`src/shared/wdt_regs.vh`:
```
// constants for the watchdog timer block: register offset, bit fields,
// reset values and timing counts; included by the watchdog design file
`ifndef WDT_REGS_VH
`define WDT_REGS_VH

// register offsets (8-bit register port)
`define WDT_CTRL_ADDR        8'hD8
`define WDT_IRQ_STATUS_ADDR  8'hD9
`define WDT_IRQ_MASK_ADDR    8'hDA
`define WDT_IRQ_EN_ADDR      8'hDB

// control register fields
`define WDT_RESTART_BIT      0
`define WDT_RST_EN_BIT       1
`define WDT_CAUSE_BIT        2
`define WDT_TIMEOUT_BIT      3
`define WDT_SEL_LO_BIT       6
`define WDT_SEL_HI_BIT       7
`define WDT_CTRL_RESET       8'hC0

// interrupt enable register fields
`define WDT_IEN_WDT_BIT      0
`define WDT_IEN_GLOBAL_BIT   1

// interrupt status bits
`define WDT_EV_TIMEOUT_BIT   0
`define WDT_EV_RESET_BIT     1

// timing counts in system clocks
`define WDT_BASE_LOG2        16
`define WDT_RESET_DELAY      256
`define WDT_RESET_HOLD       30

`endif

```
`src/wdt_timer.v`:
```
// watchdog timer: divider chain, timeout flag, delayed system reset,
// interrupt request, and an 8-bit register port on one system clock.
// assumes a synchronous register master and a reset distribution that
// routes sys_rst_out back to the core but not to this block's rst_b_in.
//
// What this block does
// - counter on system clock, idle until first restart
// - interval code picks 1,4,16,32 times 2^16
// - every expiry sets timeout flag, bit 3
// - reset 256 clocks after timeout if enabled
// - hold reset thirty clocks, set cause bit 2
// - software set of cause flag never resets
// - irq needs flag, watchdog enable, global enable
// - reset enable leaves counting and irq alone
// - software set of flag raises irq too
// - restart strobe self-clears after restarting counter
// - power-on reset disables the counter
// - watchdog reset restarts counting, stays enabled
// - reset value: mode 3, other bits zero
// - flag still set with irq and reset off
`timescale 1ns/10ps
`include "wdt_regs.vh"

module wdt_timer #(
  parameter CNT_W      = 22,
  parameter BASE_LOG2  = `WDT_BASE_LOG2,
  parameter RST_DELAY  = `WDT_RESET_DELAY,
  parameter RST_HOLD   = `WDT_RESET_HOLD
) (
  // clock and reset
  input  wire       clk_in,
  input  wire       rst_b_in,
  // register port
  input  wire [7:0] addr_in,
  input  wire [7:0] wdata_in,
  input  wire       wr_in,
  input  wire       rd_in,
  output reg  [7:0] rdata_out,
  // system outputs
  output wire       wdt_irq_out,
  output reg        sys_rst_out,
  output wire       event_irq_out
);

  // reset sequencer states
  localparam [1:0] ST_RUN   = 2'b00;
  localparam [1:0] ST_DELAY = 2'b01;
  localparam [1:0] ST_HOLD  = 2'b10;

  // delay and hold loads, cut on purpose to the 9-bit phase counter
  localparam integer DELAY_M1   = RST_DELAY - 1;
  localparam integer HOLD_M1    = RST_HOLD - 1;
  localparam [8:0]   DELAY_LOAD = DELAY_M1[8:0];
  localparam [8:0]   HOLD_LOAD  = HOLD_M1[8:0];

  // one, at counter width
  localparam [CNT_W-1:0] CNT_ONE = {{(CNT_W-1){1'b0}}, 1'b1};

  // control and register state
  reg [1:0]       interval_sel;
  reg             timeout_flag;
  reg             reset_cause_flag;
  reg             reset_enable;
  reg             restart_strobe;
  reg             counting;
  reg             watchdog_irq_enable;
  reg             global_irq_enable;
  reg [1:0]       irq_status;
  reg [1:0]       irq_mask;
  reg [CNT_W-1:0] count;
  reg [1:0]       state;
  reg [8:0]       phase_cnt;

  // next values of the clocked state
  reg [1:0]       next_interval_sel;
  reg             next_timeout_flag;
  reg             next_reset_cause_flag;
  reg             next_reset_enable;
  reg             next_restart_strobe;
  reg             next_counting;
  reg             next_watchdog_irq_enable;
  reg             next_global_irq_enable;
  reg [1:0]       next_irq_status;
  reg [1:0]       next_irq_mask;
  reg [CNT_W-1:0] next_count;
  reg [1:0]       next_state;
  reg [8:0]       next_phase;
  reg             next_sys_rst;
  reg [7:0]       next_rdata;

  // terminal count for an interval code
  function [CNT_W-1:0] limit_of;
    input [1:0] sel;
    reg   [5:0] mult;
    begin
      case (sel)
        2'b00:   mult = 6'h01;
        2'b01:   mult = 6'h04;
        2'b10:   mult = 6'h10;
        default: mult = 6'h20;
      endcase
      limit_of = ({{(CNT_W-6){1'b0}}, mult} << BASE_LOG2) - {{(CNT_W-1){1'b0}}, 1'b1};
    end
  endfunction

  // register address match, used by every strobe decode
  function addr_hit;
    input [7:0] addr;
    input [7:0] target;
    begin
      addr_hit = (addr == target);
    end
  endfunction

  // control register as software reads it; bits 5 and 4 read zero
  function [7:0] ctrl_image;
    input [1:0] sel;
    input       flag;
    input       cause;
    input       rst_en;
    input       restart;
    begin
      ctrl_image = {sel, 2'b00, flag, cause, rst_en, restart};
    end
  endfunction

  // write strobes decoded per register
  wire ctrl_wr = wr_in && addr_hit(addr_in, `WDT_CTRL_ADDR);
  wire stat_wr = wr_in && addr_hit(addr_in, `WDT_IRQ_STATUS_ADDR);
  wire mask_wr = wr_in && addr_hit(addr_in, `WDT_IRQ_MASK_ADDR);
  wire ien_wr  = wr_in && addr_hit(addr_in, `WDT_IRQ_EN_ADDR);

  // terminal count of the interval in use
  wire [CNT_W-1:0] cur_limit = limit_of(interval_sel);

  // restart request from a software write of the restart bit
  wire sw_restart = ctrl_wr && wdata_in[`WDT_RESTART_BIT];
  wire expire     = counting && (count == cur_limit);
  // reset fires only while still enabled and not restarted this cycle
  wire rst_fire   = (state == ST_DELAY) && (phase_cnt == 9'h000) && reset_enable
                    && !sw_restart;
  wire hold_done  = (state == ST_HOLD) && (phase_cnt == 9'h000);

  // divider chain next value; idle until the first restart, wraps at expiry
  always @* begin
    next_count    = count;
    next_counting = counting;
    if (sw_restart || hold_done) begin
      // restart from software or at the end of a watchdog reset
      next_count    = {CNT_W{1'b0}};
      next_counting = 1'b1;
    end else if (expire) begin
      // wrap and run on, so the flag sets every interval
      next_count = {CNT_W{1'b0}};
    end else if (counting) begin
      // reset enable plays no part here
      next_count = count + CNT_ONE;
    end
  end

  // divider chain registers; power-on reset stops the count
  always @(posedge clk_in or negedge rst_b_in) begin
    if (!rst_b_in) begin
      count    <= {CNT_W{1'b0}};
      counting <= 1'b0;
    end else begin
      count    <= next_count;
      counting <= next_counting;
    end
  end

  // reset sequencer next state: delay after timeout, then hold system reset
  always @* begin
    next_state   = state;
    next_phase   = phase_cnt;
    next_sys_rst = sys_rst_out;
    case (state)
      ST_RUN: begin
        // a restart in the expiry cycle wins over the reset
        if (expire && reset_enable && !sw_restart) begin
          next_state = ST_DELAY;
          next_phase = DELAY_LOAD;
        end
      end
      ST_DELAY: begin
        if (sw_restart || !reset_enable) begin
          // restart or reset disable cancels the pending reset
          next_state = ST_RUN;
          next_phase = 9'h000;
        end else if (rst_fire) begin
          next_state   = ST_HOLD;
          next_phase   = HOLD_LOAD;
          next_sys_rst = 1'b1;
        end else begin
          next_phase = phase_cnt - 9'h001;
        end
      end
      ST_HOLD: begin
        if (hold_done) begin
          // counter restarts in this same cycle
          next_state   = ST_RUN;
          next_sys_rst = 1'b0;
        end else begin
          next_phase = phase_cnt - 9'h001;
        end
      end
      default: begin
        next_state   = ST_RUN;
        next_phase   = 9'h000;
        next_sys_rst = 1'b0;
      end
    endcase
  end

  // reset sequencer registers
  always @(posedge clk_in or negedge rst_b_in) begin
    if (!rst_b_in) begin
      state       <= ST_RUN;
      phase_cnt   <= 9'h000;
      sys_rst_out <= 1'b0;
    end else begin
      state       <= next_state;
      phase_cnt   <= next_phase;
      sys_rst_out <= next_sys_rst;
    end
  end

  // control register next value; hardware sets win over software clears
  always @* begin
    next_interval_sel     = interval_sel;
    next_reset_enable     = reset_enable;
    next_timeout_flag     = timeout_flag;
    next_reset_cause_flag = reset_cause_flag;
    // strobe reads one for a single cycle, then clears itself
    next_restart_strobe   = sw_restart;
    if (ctrl_wr) begin
      next_interval_sel     = {wdata_in[`WDT_SEL_HI_BIT], wdata_in[`WDT_SEL_LO_BIT]};
      next_reset_enable     = wdata_in[`WDT_RST_EN_BIT];
      // software may set the flag to raise the irq itself
      next_timeout_flag     = wdata_in[`WDT_TIMEOUT_BIT];
      // writing the cause flag never starts a reset
      next_reset_cause_flag = wdata_in[`WDT_CAUSE_BIT];
    end
    if (expire) begin
      next_timeout_flag = 1'b1;
    end
    if (rst_fire) begin
      next_reset_cause_flag = 1'b1;
    end
  end

  // control register flops
  always @(posedge clk_in or negedge rst_b_in) begin
    if (!rst_b_in) begin
      interval_sel     <= 2'b11;
      timeout_flag     <= 1'b0;
      reset_cause_flag <= 1'b0;
      reset_enable     <= 1'b0;
      restart_strobe   <= 1'b0;
    end else begin
      interval_sel     <= next_interval_sel;
      timeout_flag     <= next_timeout_flag;
      reset_cause_flag <= next_reset_cause_flag;
      reset_enable     <= next_reset_enable;
      restart_strobe   <= next_restart_strobe;
    end
  end

  // interrupt enables, sticky event status and mask, next values
  always @* begin
    next_watchdog_irq_enable = watchdog_irq_enable;
    next_global_irq_enable   = global_irq_enable;
    next_irq_mask            = irq_mask;
    next_irq_status          = irq_status;
    if (ien_wr) begin
      next_watchdog_irq_enable = wdata_in[`WDT_IEN_WDT_BIT];
      next_global_irq_enable   = wdata_in[`WDT_IEN_GLOBAL_BIT];
    end
    if (mask_wr) begin
      next_irq_mask = wdata_in[1:0];
    end
    // write one to clear, then new events set; set wins
    if (stat_wr) begin
      next_irq_status = irq_status & ~wdata_in[1:0];
    end
    if (expire) begin
      next_irq_status[`WDT_EV_TIMEOUT_BIT] = 1'b1;
    end
    if (rst_fire) begin
      next_irq_status[`WDT_EV_RESET_BIT] = 1'b1;
    end
  end

  // interrupt register flops
  always @(posedge clk_in or negedge rst_b_in) begin
    if (!rst_b_in) begin
      watchdog_irq_enable <= 1'b0;
      global_irq_enable   <= 1'b0;
      irq_status          <= 2'b00;
      irq_mask            <= 2'b00;
    end else begin
      watchdog_irq_enable <= next_watchdog_irq_enable;
      global_irq_enable   <= next_global_irq_enable;
      irq_status          <= next_irq_status;
      irq_mask            <= next_irq_mask;
    end
  end

  // watchdog interrupt request
  assign wdt_irq_out = timeout_flag && watchdog_irq_enable && global_irq_enable;
  // event interrupt from sticky status
  assign event_irq_out = |(irq_status & irq_mask);

  // read data next value; zero unless a read strobe is taken
  always @* begin
    next_rdata = 8'h00;
    if (rd_in) begin
      case (addr_in)
        `WDT_CTRL_ADDR: begin
          next_rdata = ctrl_image(interval_sel, timeout_flag, reset_cause_flag,
                                  reset_enable, restart_strobe);
        end
        `WDT_IRQ_STATUS_ADDR: begin
          next_rdata = {6'h00, irq_status};
        end
        `WDT_IRQ_MASK_ADDR: begin
          next_rdata = {6'h00, irq_mask};
        end
        `WDT_IRQ_EN_ADDR: begin
          next_rdata = {6'h00, global_irq_enable, watchdog_irq_enable};
        end
        default: begin
          // unmapped addresses read zero
          next_rdata = 8'h00;
        end
      endcase
    end
  end

  // read data flop, one cycle after the read strobe
  always @(posedge clk_in or negedge rst_b_in) begin
    if (!rst_b_in) begin
      rdata_out <= 8'h00;
    end else begin
      rdata_out <= next_rdata;
    end
  end

endmodule

```
`config.mk`:
```
export PLATFORM = sky130hd
export DESIGN_NAME = wdt_timer
export DESIGN_NICKNAME = d
export VERILOG_FILES = /design/src/wdt_timer.v
export VERILOG_INCLUDE_DIRS = /design/src /design/src/shared
export SDC_FILE = /design/constraint.sdc
export NUM_CORES = 1
export LEC_CHECK = 0
export ABC_CLOCK_PERIOD_IN_PS = 2700
export BUFFER_PORTS_ARGS = -buffer_cell sky130_fd_sc_hd__buf_2
export CORE_MARGIN = 4
export CORE_UTILIZATION = 60
export CTS_BUF_LIST = sky130_fd_sc_hd__clkbuf_4
export CTS_CLUSTER_DIAMETER = 40
export CTS_CLUSTER_SIZE = 28
export DETAILED_ROUTE_END_ITERATION = 6
export GPL_TIMING_DRIVEN = 1
export PLACE_DENSITY = 0.81
export SYNTH_ARGS = -nofsm -noshare
export SYNTH_HDL_FRONTEND = slang
export SYNTH_SLANG_ARGS = --single-unit
```
`constraint.sdc`:
```
create_clock -name clk_in -period 2.7 [get_ports clk_in]
set_input_delay 0 -clock clk_in [delete_from_list [all_inputs] [get_ports clk_in]]
set_output_delay 0 -clock clk_in [all_outputs]
set_load 0.01 [all_outputs]
```
# == Word-level counts from Yosys, hierarchy flattened ==
# Index checks and enable logic that the tools add are counted.
# totals
register_bits,55
input_bits,20
out_inout_bits,11
# classes
n_addsub,3
eq_ne,15
n_mux,27
bitwise_logic,4
n_reduce_logical,30
# ops
cell,n
$mux 22,3
$mux 9,4
$eq 8x8->1 const B,4
$pmux 8 s4,1
$pmux 9 s3,1
$add 22x1->22 const B,1
$eq 22x22->1,1
$sub 22x1->22 const B,1
$pmux 6 s3,1
$logic_and 1x1->1,14
$mux 2,5
$ne 2x2->1 const B,5
$logic_not 9->1,1
$mux 1,9
$sub 9x1->9 const B,1
$mux 8,1
$reduce_bool 2->1,4
$pmux 2 s3,1
$and 2x2->2,2
$eq 2x1->1 const B,2
$eq 2x2->1 const B,2
$logic_not 2->1,2
$reduce_and 4->1,1
$ne 3x2->1 const B,1
other kinds (9),11

# == Logic depth before layout (Yosys ltp) ==
# logic_depth
ltp_word,9
ltp_mapped,9

# == Worst setup path before layout ==
# No wires, ideal clock.
# synth_timing
path_type,flip-flop to flip-flop
from,register interval_sel[1]
to,register phase_cnt[3]
setup_time_ps,127
arrival_time_ps,1970
setup_slack_ps,602
path_stages_with_launch,8
n_path_buf,0
synth_period_minus_slack_ps,2098
cell_sequence,dfstp_2 > or2_1 > ha_1 > xnor2_1 > nor4b_1 > o211a_1 > a31o_1 > mux2_1
# synth_via
elab_chain_len,9
word_cells_on_any_way,11
classes_between,add/sub: 1; eq/ne: 4; mux: 1; reduce/logical: 5
# synth_lines
element,line_no,rtl
"start, declared",wdt_timer.v:60,reg [1:0] interval_sel;
"start signal, assigned",wdt_timer.v:261,interval_sel <= next_interval_sel;
$eq 2x2->1 (tied with other cells),wdt_timer.v:96,case (sel)
$pmux 6 s3 (*),wdt_timer.v:96,
$sub 22x1->22 (*),wdt_timer.v:102,"limit_of = ({{(CNT_W-6){1'b0}}, mult} << BASE_LOG2) - {{(CNT_W-1){1'b0}}, 1'b1};"
$eq 22x22->1 (*),wdt_timer.v:138,wire expire = counting && (count == cur_limit);
$logic_and 1x1->1 (*),wdt_timer.v:138,
$logic_and 1x1->1 (*) (2 in a row),wdt_timer.v:180,if (expire && reset_enable && !sw_restart) begin
$ne 2x2->1 (no source line) (*),n/a,
$reduce_and 2->1 (no source line) (*),n/a,
"end signal, assigned",wdt_timer.v:223,phase_cnt <= next_phase;
"end, declared",wdt_timer.v:72,reg [8:0] phase_cnt;
# Every way passes the cells marked *; elsewhere a longest branch is shown, timed or not.
# A chain may end at the register's enable or synchronous reset.

# == Final worst setup path ==
# layout_timing
from,register phase_cnt[0]
to,register count[13]
# layout_via
elab_chain_len,4
word_cells_on_any_way,5
classes_between,mux: 1; reduce/logical: 4
# layout_lines
element,line_no,rtl
$logic_not 9->1 (*),wdt_timer.v:142,wire hold_done = (state == ST_HOLD) && (phase_cnt == 9'h000);
$logic_and 1x1->1 (*),wdt_timer.v:142,
$logic_or 1x1->1 (*),wdt_timer.v:148,if (sw_restart || hold_done) begin
$reduce_bool 3->1 (no source line) or $mux 22 (tied branches),n/a,
"end signal, assigned",wdt_timer.v:164,count <= {CNT_W{1'b0}};
"end signal, assigned",wdt_timer.v:167,count <= next_count;
"end, declared",wdt_timer.v:70,reg [CNT_W-1:0] count;
# Marked as above.

==> run_results.csv <==
group,metric,value,unit
setup_path,cp-startpoint,"phase_cnt[0]",
sta,maxSlewHeadroom,47.9,%
outcome,status,"completed",
global_route,grt_pass1_vias,2539,
cells_and_area,area_growth_syn_to_layout,10.7,%
setup_path,crit_path_start_kind,"flop",
setup_path,crit_end,"count[13]",
route,drt_iter0_drc,287,
sta,max_freq,0.417,GHz
synth,synth.avg_cell_area,9.63,um^2
synth,ys_warn_count,0,
global_route,grt-ovfl-total,0,
sta,fin_crit,2.40,ns
placed_design,globalplace.congestion,0.893,
sta,fin_worst_skew,0.0144,ns
clocking,clock-sinks,53,
route,route.detailed.drc,0,
floorplan,core,4850,um^2
sta,fin_crit_sh,88.9,%
floorplan,die_w,79.7,um
sta,setup_viol,0,
route,ant_nets,0,
floorplan,start_util,63.6,%
power_and_ir_drop,p_leak,0.00155,uW
setup_path,cp.required,2.96,ns
placed_design,hpwl,4710,um
cells_and_area,layout-drive-gt1-share,18.2,%
route,wl,6790,um
synth,ys_types,62,
route,drtPass1Iterations,5,
sta,finalHoldViolCount,0,
clocking,cts_buffers,5,
setup_path,setup.worst_path.end_class,"flop",
cells_and_area,final_cell_mix,"51 x dfrtp_1, 34 x a31oi_1, 28 x nand2_1, 26 x buf_2, 17 x nand3_1",
placed_design,placed_cell_area,3230,um^2
floorplan,placementRows,25,
cells_and_area,fin_nets,380,
setup_path,worstReg2RegEnd,"count[13]",
sta,rsz0062_at_grt,"false",
synth,ys.flop_type,"dfrtp_1",
clocking,cts_htree_levels,2,
route,vias,2647,
worst_hold_path,hold_path.class,"in -> reg",
clocking,clk_pin_slew_worst_paths,0.16,ns
clocking,clkLatencyLatePin,0.38,ns
sta,tns,0,ns
cells_and_area,final_area,3410,um^2
synth,synth_edf_count,0,
global_route,grt_max_degree,35,
cells_and_area,layout_commonest_cell,"dfrtp_1",
sta,drv_slew,0,
floorplan,die-area,6350,um^2
setup_path,reg2reg_depth,8,
cells_and_area,diodes,0,
route,wl_per_cell,16.0,um
run,drv_cap,0,
synth,async_flop_share,100,%
clocking,clk_path_buf_depth,2,
sta,worst_slew_pin_slew,0.782,ns
setup_path,timing.rr.start,"phase_cnt[0]",
setup_path,cp_max_fo,17,
setup_path,cp.arrival,2.66,ns
synth,netlist_area,3080,um^2
synth,netlist_instances,320,
clocking,post_cts.repair.setup_buffers,0,
synth,synth-seq-cells,53,
synth,ys_seq_area_share,43.1,%
global_route,grt_pass1_wl,11600,um
global_route,grt_usage,23.0,%
global_route,antenna_found_initial,0,
clocking,cts_root_buf,"clkbuf_4",
floorplan,die_h,79.7,um
setup_path,critPathKind,"reg -> reg",
cells_and_area,n_fill_cell,380,
clocking,cts_tree,"yes",
power_and_ir_drop,power_density,460,nW/um^2
power_and_ir_drop,max-vdd-ir-drop,0.000306,V
placed_design,place.port_buffers,26,
floorplan,ios,31,
setup_path,ff2ff_setup_slack,0.30,ns
route,vias_per_cell,6.23,
-- area by class of cell --
class                      count  area [um^2]  area share, %
clock inverter                 3         22.5          0.660
multi-input combinational    234         1570           45.9
sequential                    53         1330           38.9
tap                           67         83.8           2.46
inverter                      17         63.8           1.87
timing repair buffer          46          310           9.09
clock buffer                   5         37.5           1.10
-- where the power goes --
group	switching, uW	internal [uW]
sequential	77.1	858
combinational	144	123
clock	262	104
total	483	1090
-- per-stage QoR --
| stage | worst slack, ns | util [%] | hold WS, ns | total power [uW] | std cells |
|---|---|---|---|---|---|
| 6_report | 0.299 | 70.4 | 0.0980 | 1570 | 425 |
| 5_1_grt | 0.0678 | 70.4 | 0.130 | 1660 | 425 |
| 4_1_cts | 0.323 | 70.4 | 0.0634 | 1580 | 425 |
| 3_5_place_dp | 0.337 | 66.7 | 0.117 | 1200 | 405 |
| 3_3_place_gp | 0.426 | 66.7 | 0.114 | 1190 | 405 |
| 2_1_floorplan | 0.602 | - | -0.296 | 1120 | 321 |
-- critical path: stages, from the launching register on --
cell	delay [ns]
dfrtp_1	0.47
inv_1	0.12
ha_1	0.30
nor4b_2	0.39
nand3_1	0.20
and3_1	0.32
buf_4	0.23
a31oi_1	0.14
o22ai_1	0.10
-- state kept, by name (all words and copies together), names as in the netlist --
register and flops:
phase_cnt 9, reset_cause_flag 1, sys_rst_out 1, counting 1, timeout_flag 1, interval_sel 2, global_irq_enable 1, restart_strobe 1
irq_mask 2, reset_enable 1, rdata_out 6, watchdog_irq_enable 1, irq_status 2, state 2, count 22
-- kinds of logic (layout without fill, tap and decap cells) --
logic type      Yosys count  after routing  synth area share [%]
mux                      12             12                  4.95
buf+inv                  34             71                  6.21
other cells               1              2                 0.122
compound gates           81             81                  17.7
xor+xnor                  5              5                  1.42
flops                    53             53                  43.1
fa+ha+maj                 3              3                  1.22
simple gates            131            131                  25.3
-- metal layers --
| metal | wire length [um] | global-route usage (%) | up-vias |
|---|---|---|---|
| li1 | - | - | 1273 |
| met1 | 2880 | 29.6 | 1264 |
| met2 | 3390 | 38.3 | 98 |
| met4 | 103 | 8.59 | 0 |
| met3 | 416 | 4.40 | 12 |
| met5 | 0 | 0 | - |
-- repair_timing --
| action | 4_1_cts | 5_1_grt |
|---|---|---|
| hold buffers | 12 | 0 |
| resized for setup | 0 | 0 |
| hold endpoints to repair | 45 | 0 |
-- worst min path at each step --
stage / to / cells after the start / slack (ns) / from
after global routing: rdata_out[3] / 4 / 0.13 / addr_in[6]
after floorplan: count[0] / 0 / -0.30 / rst_b_in
after global placement: phase_cnt[7] / 1 / 0.11 / rst_b_in
final: rdata_out[3] / 4 / 0.1 / addr_in[6]
after CTS: rdata_out[3] / 4 / 0.06 / addr_in[6]
after detailed placement: phase_cnt[7] / 1 / 0.12 / rst_b_in
-- cell usage after synthesis, drive strengths merged, types with 2 or more instances --
cell type | number | share of area, %
a21o | 2 | 0.49
a21oi | 9 | 1.5
a31oi | 34 | 6.9
and2 | 7 | 1.4
and3 | 10 | 2.0
buf | 15 | 3.9
clkbuf | 2 | 0.24
dfrtp | 51 | 41
dfstp | 2 | 1.7
ha | 3 | 1.2
inv | 16 | 1.9
mux2 | 6 | 2.2
mux2i | 4 | 1.3
mux4 | 2 | 1.5
nand2 | 28 | 3.4
nand2b | 5 | 1.0
nand3 | 17 | 2.8
nand3b | 10 | 2.4
nand4 | 13 | 2.8
nor2 | 11 | 1.3
nor2b | 3 | 0.61
nor3 | 9 | 1.6
nor3b | 4 | 1.1
nor4 | 6 | 2.4
nor4b | 2 | 0.77
o21ai | 10 | 1.7
o22ai | 6 | 1.2
o31ai | 5 | 1.2
or2 | 3 | 0.61
xor2 | 4 | 1.1
(Power assumes the default switching activity.)
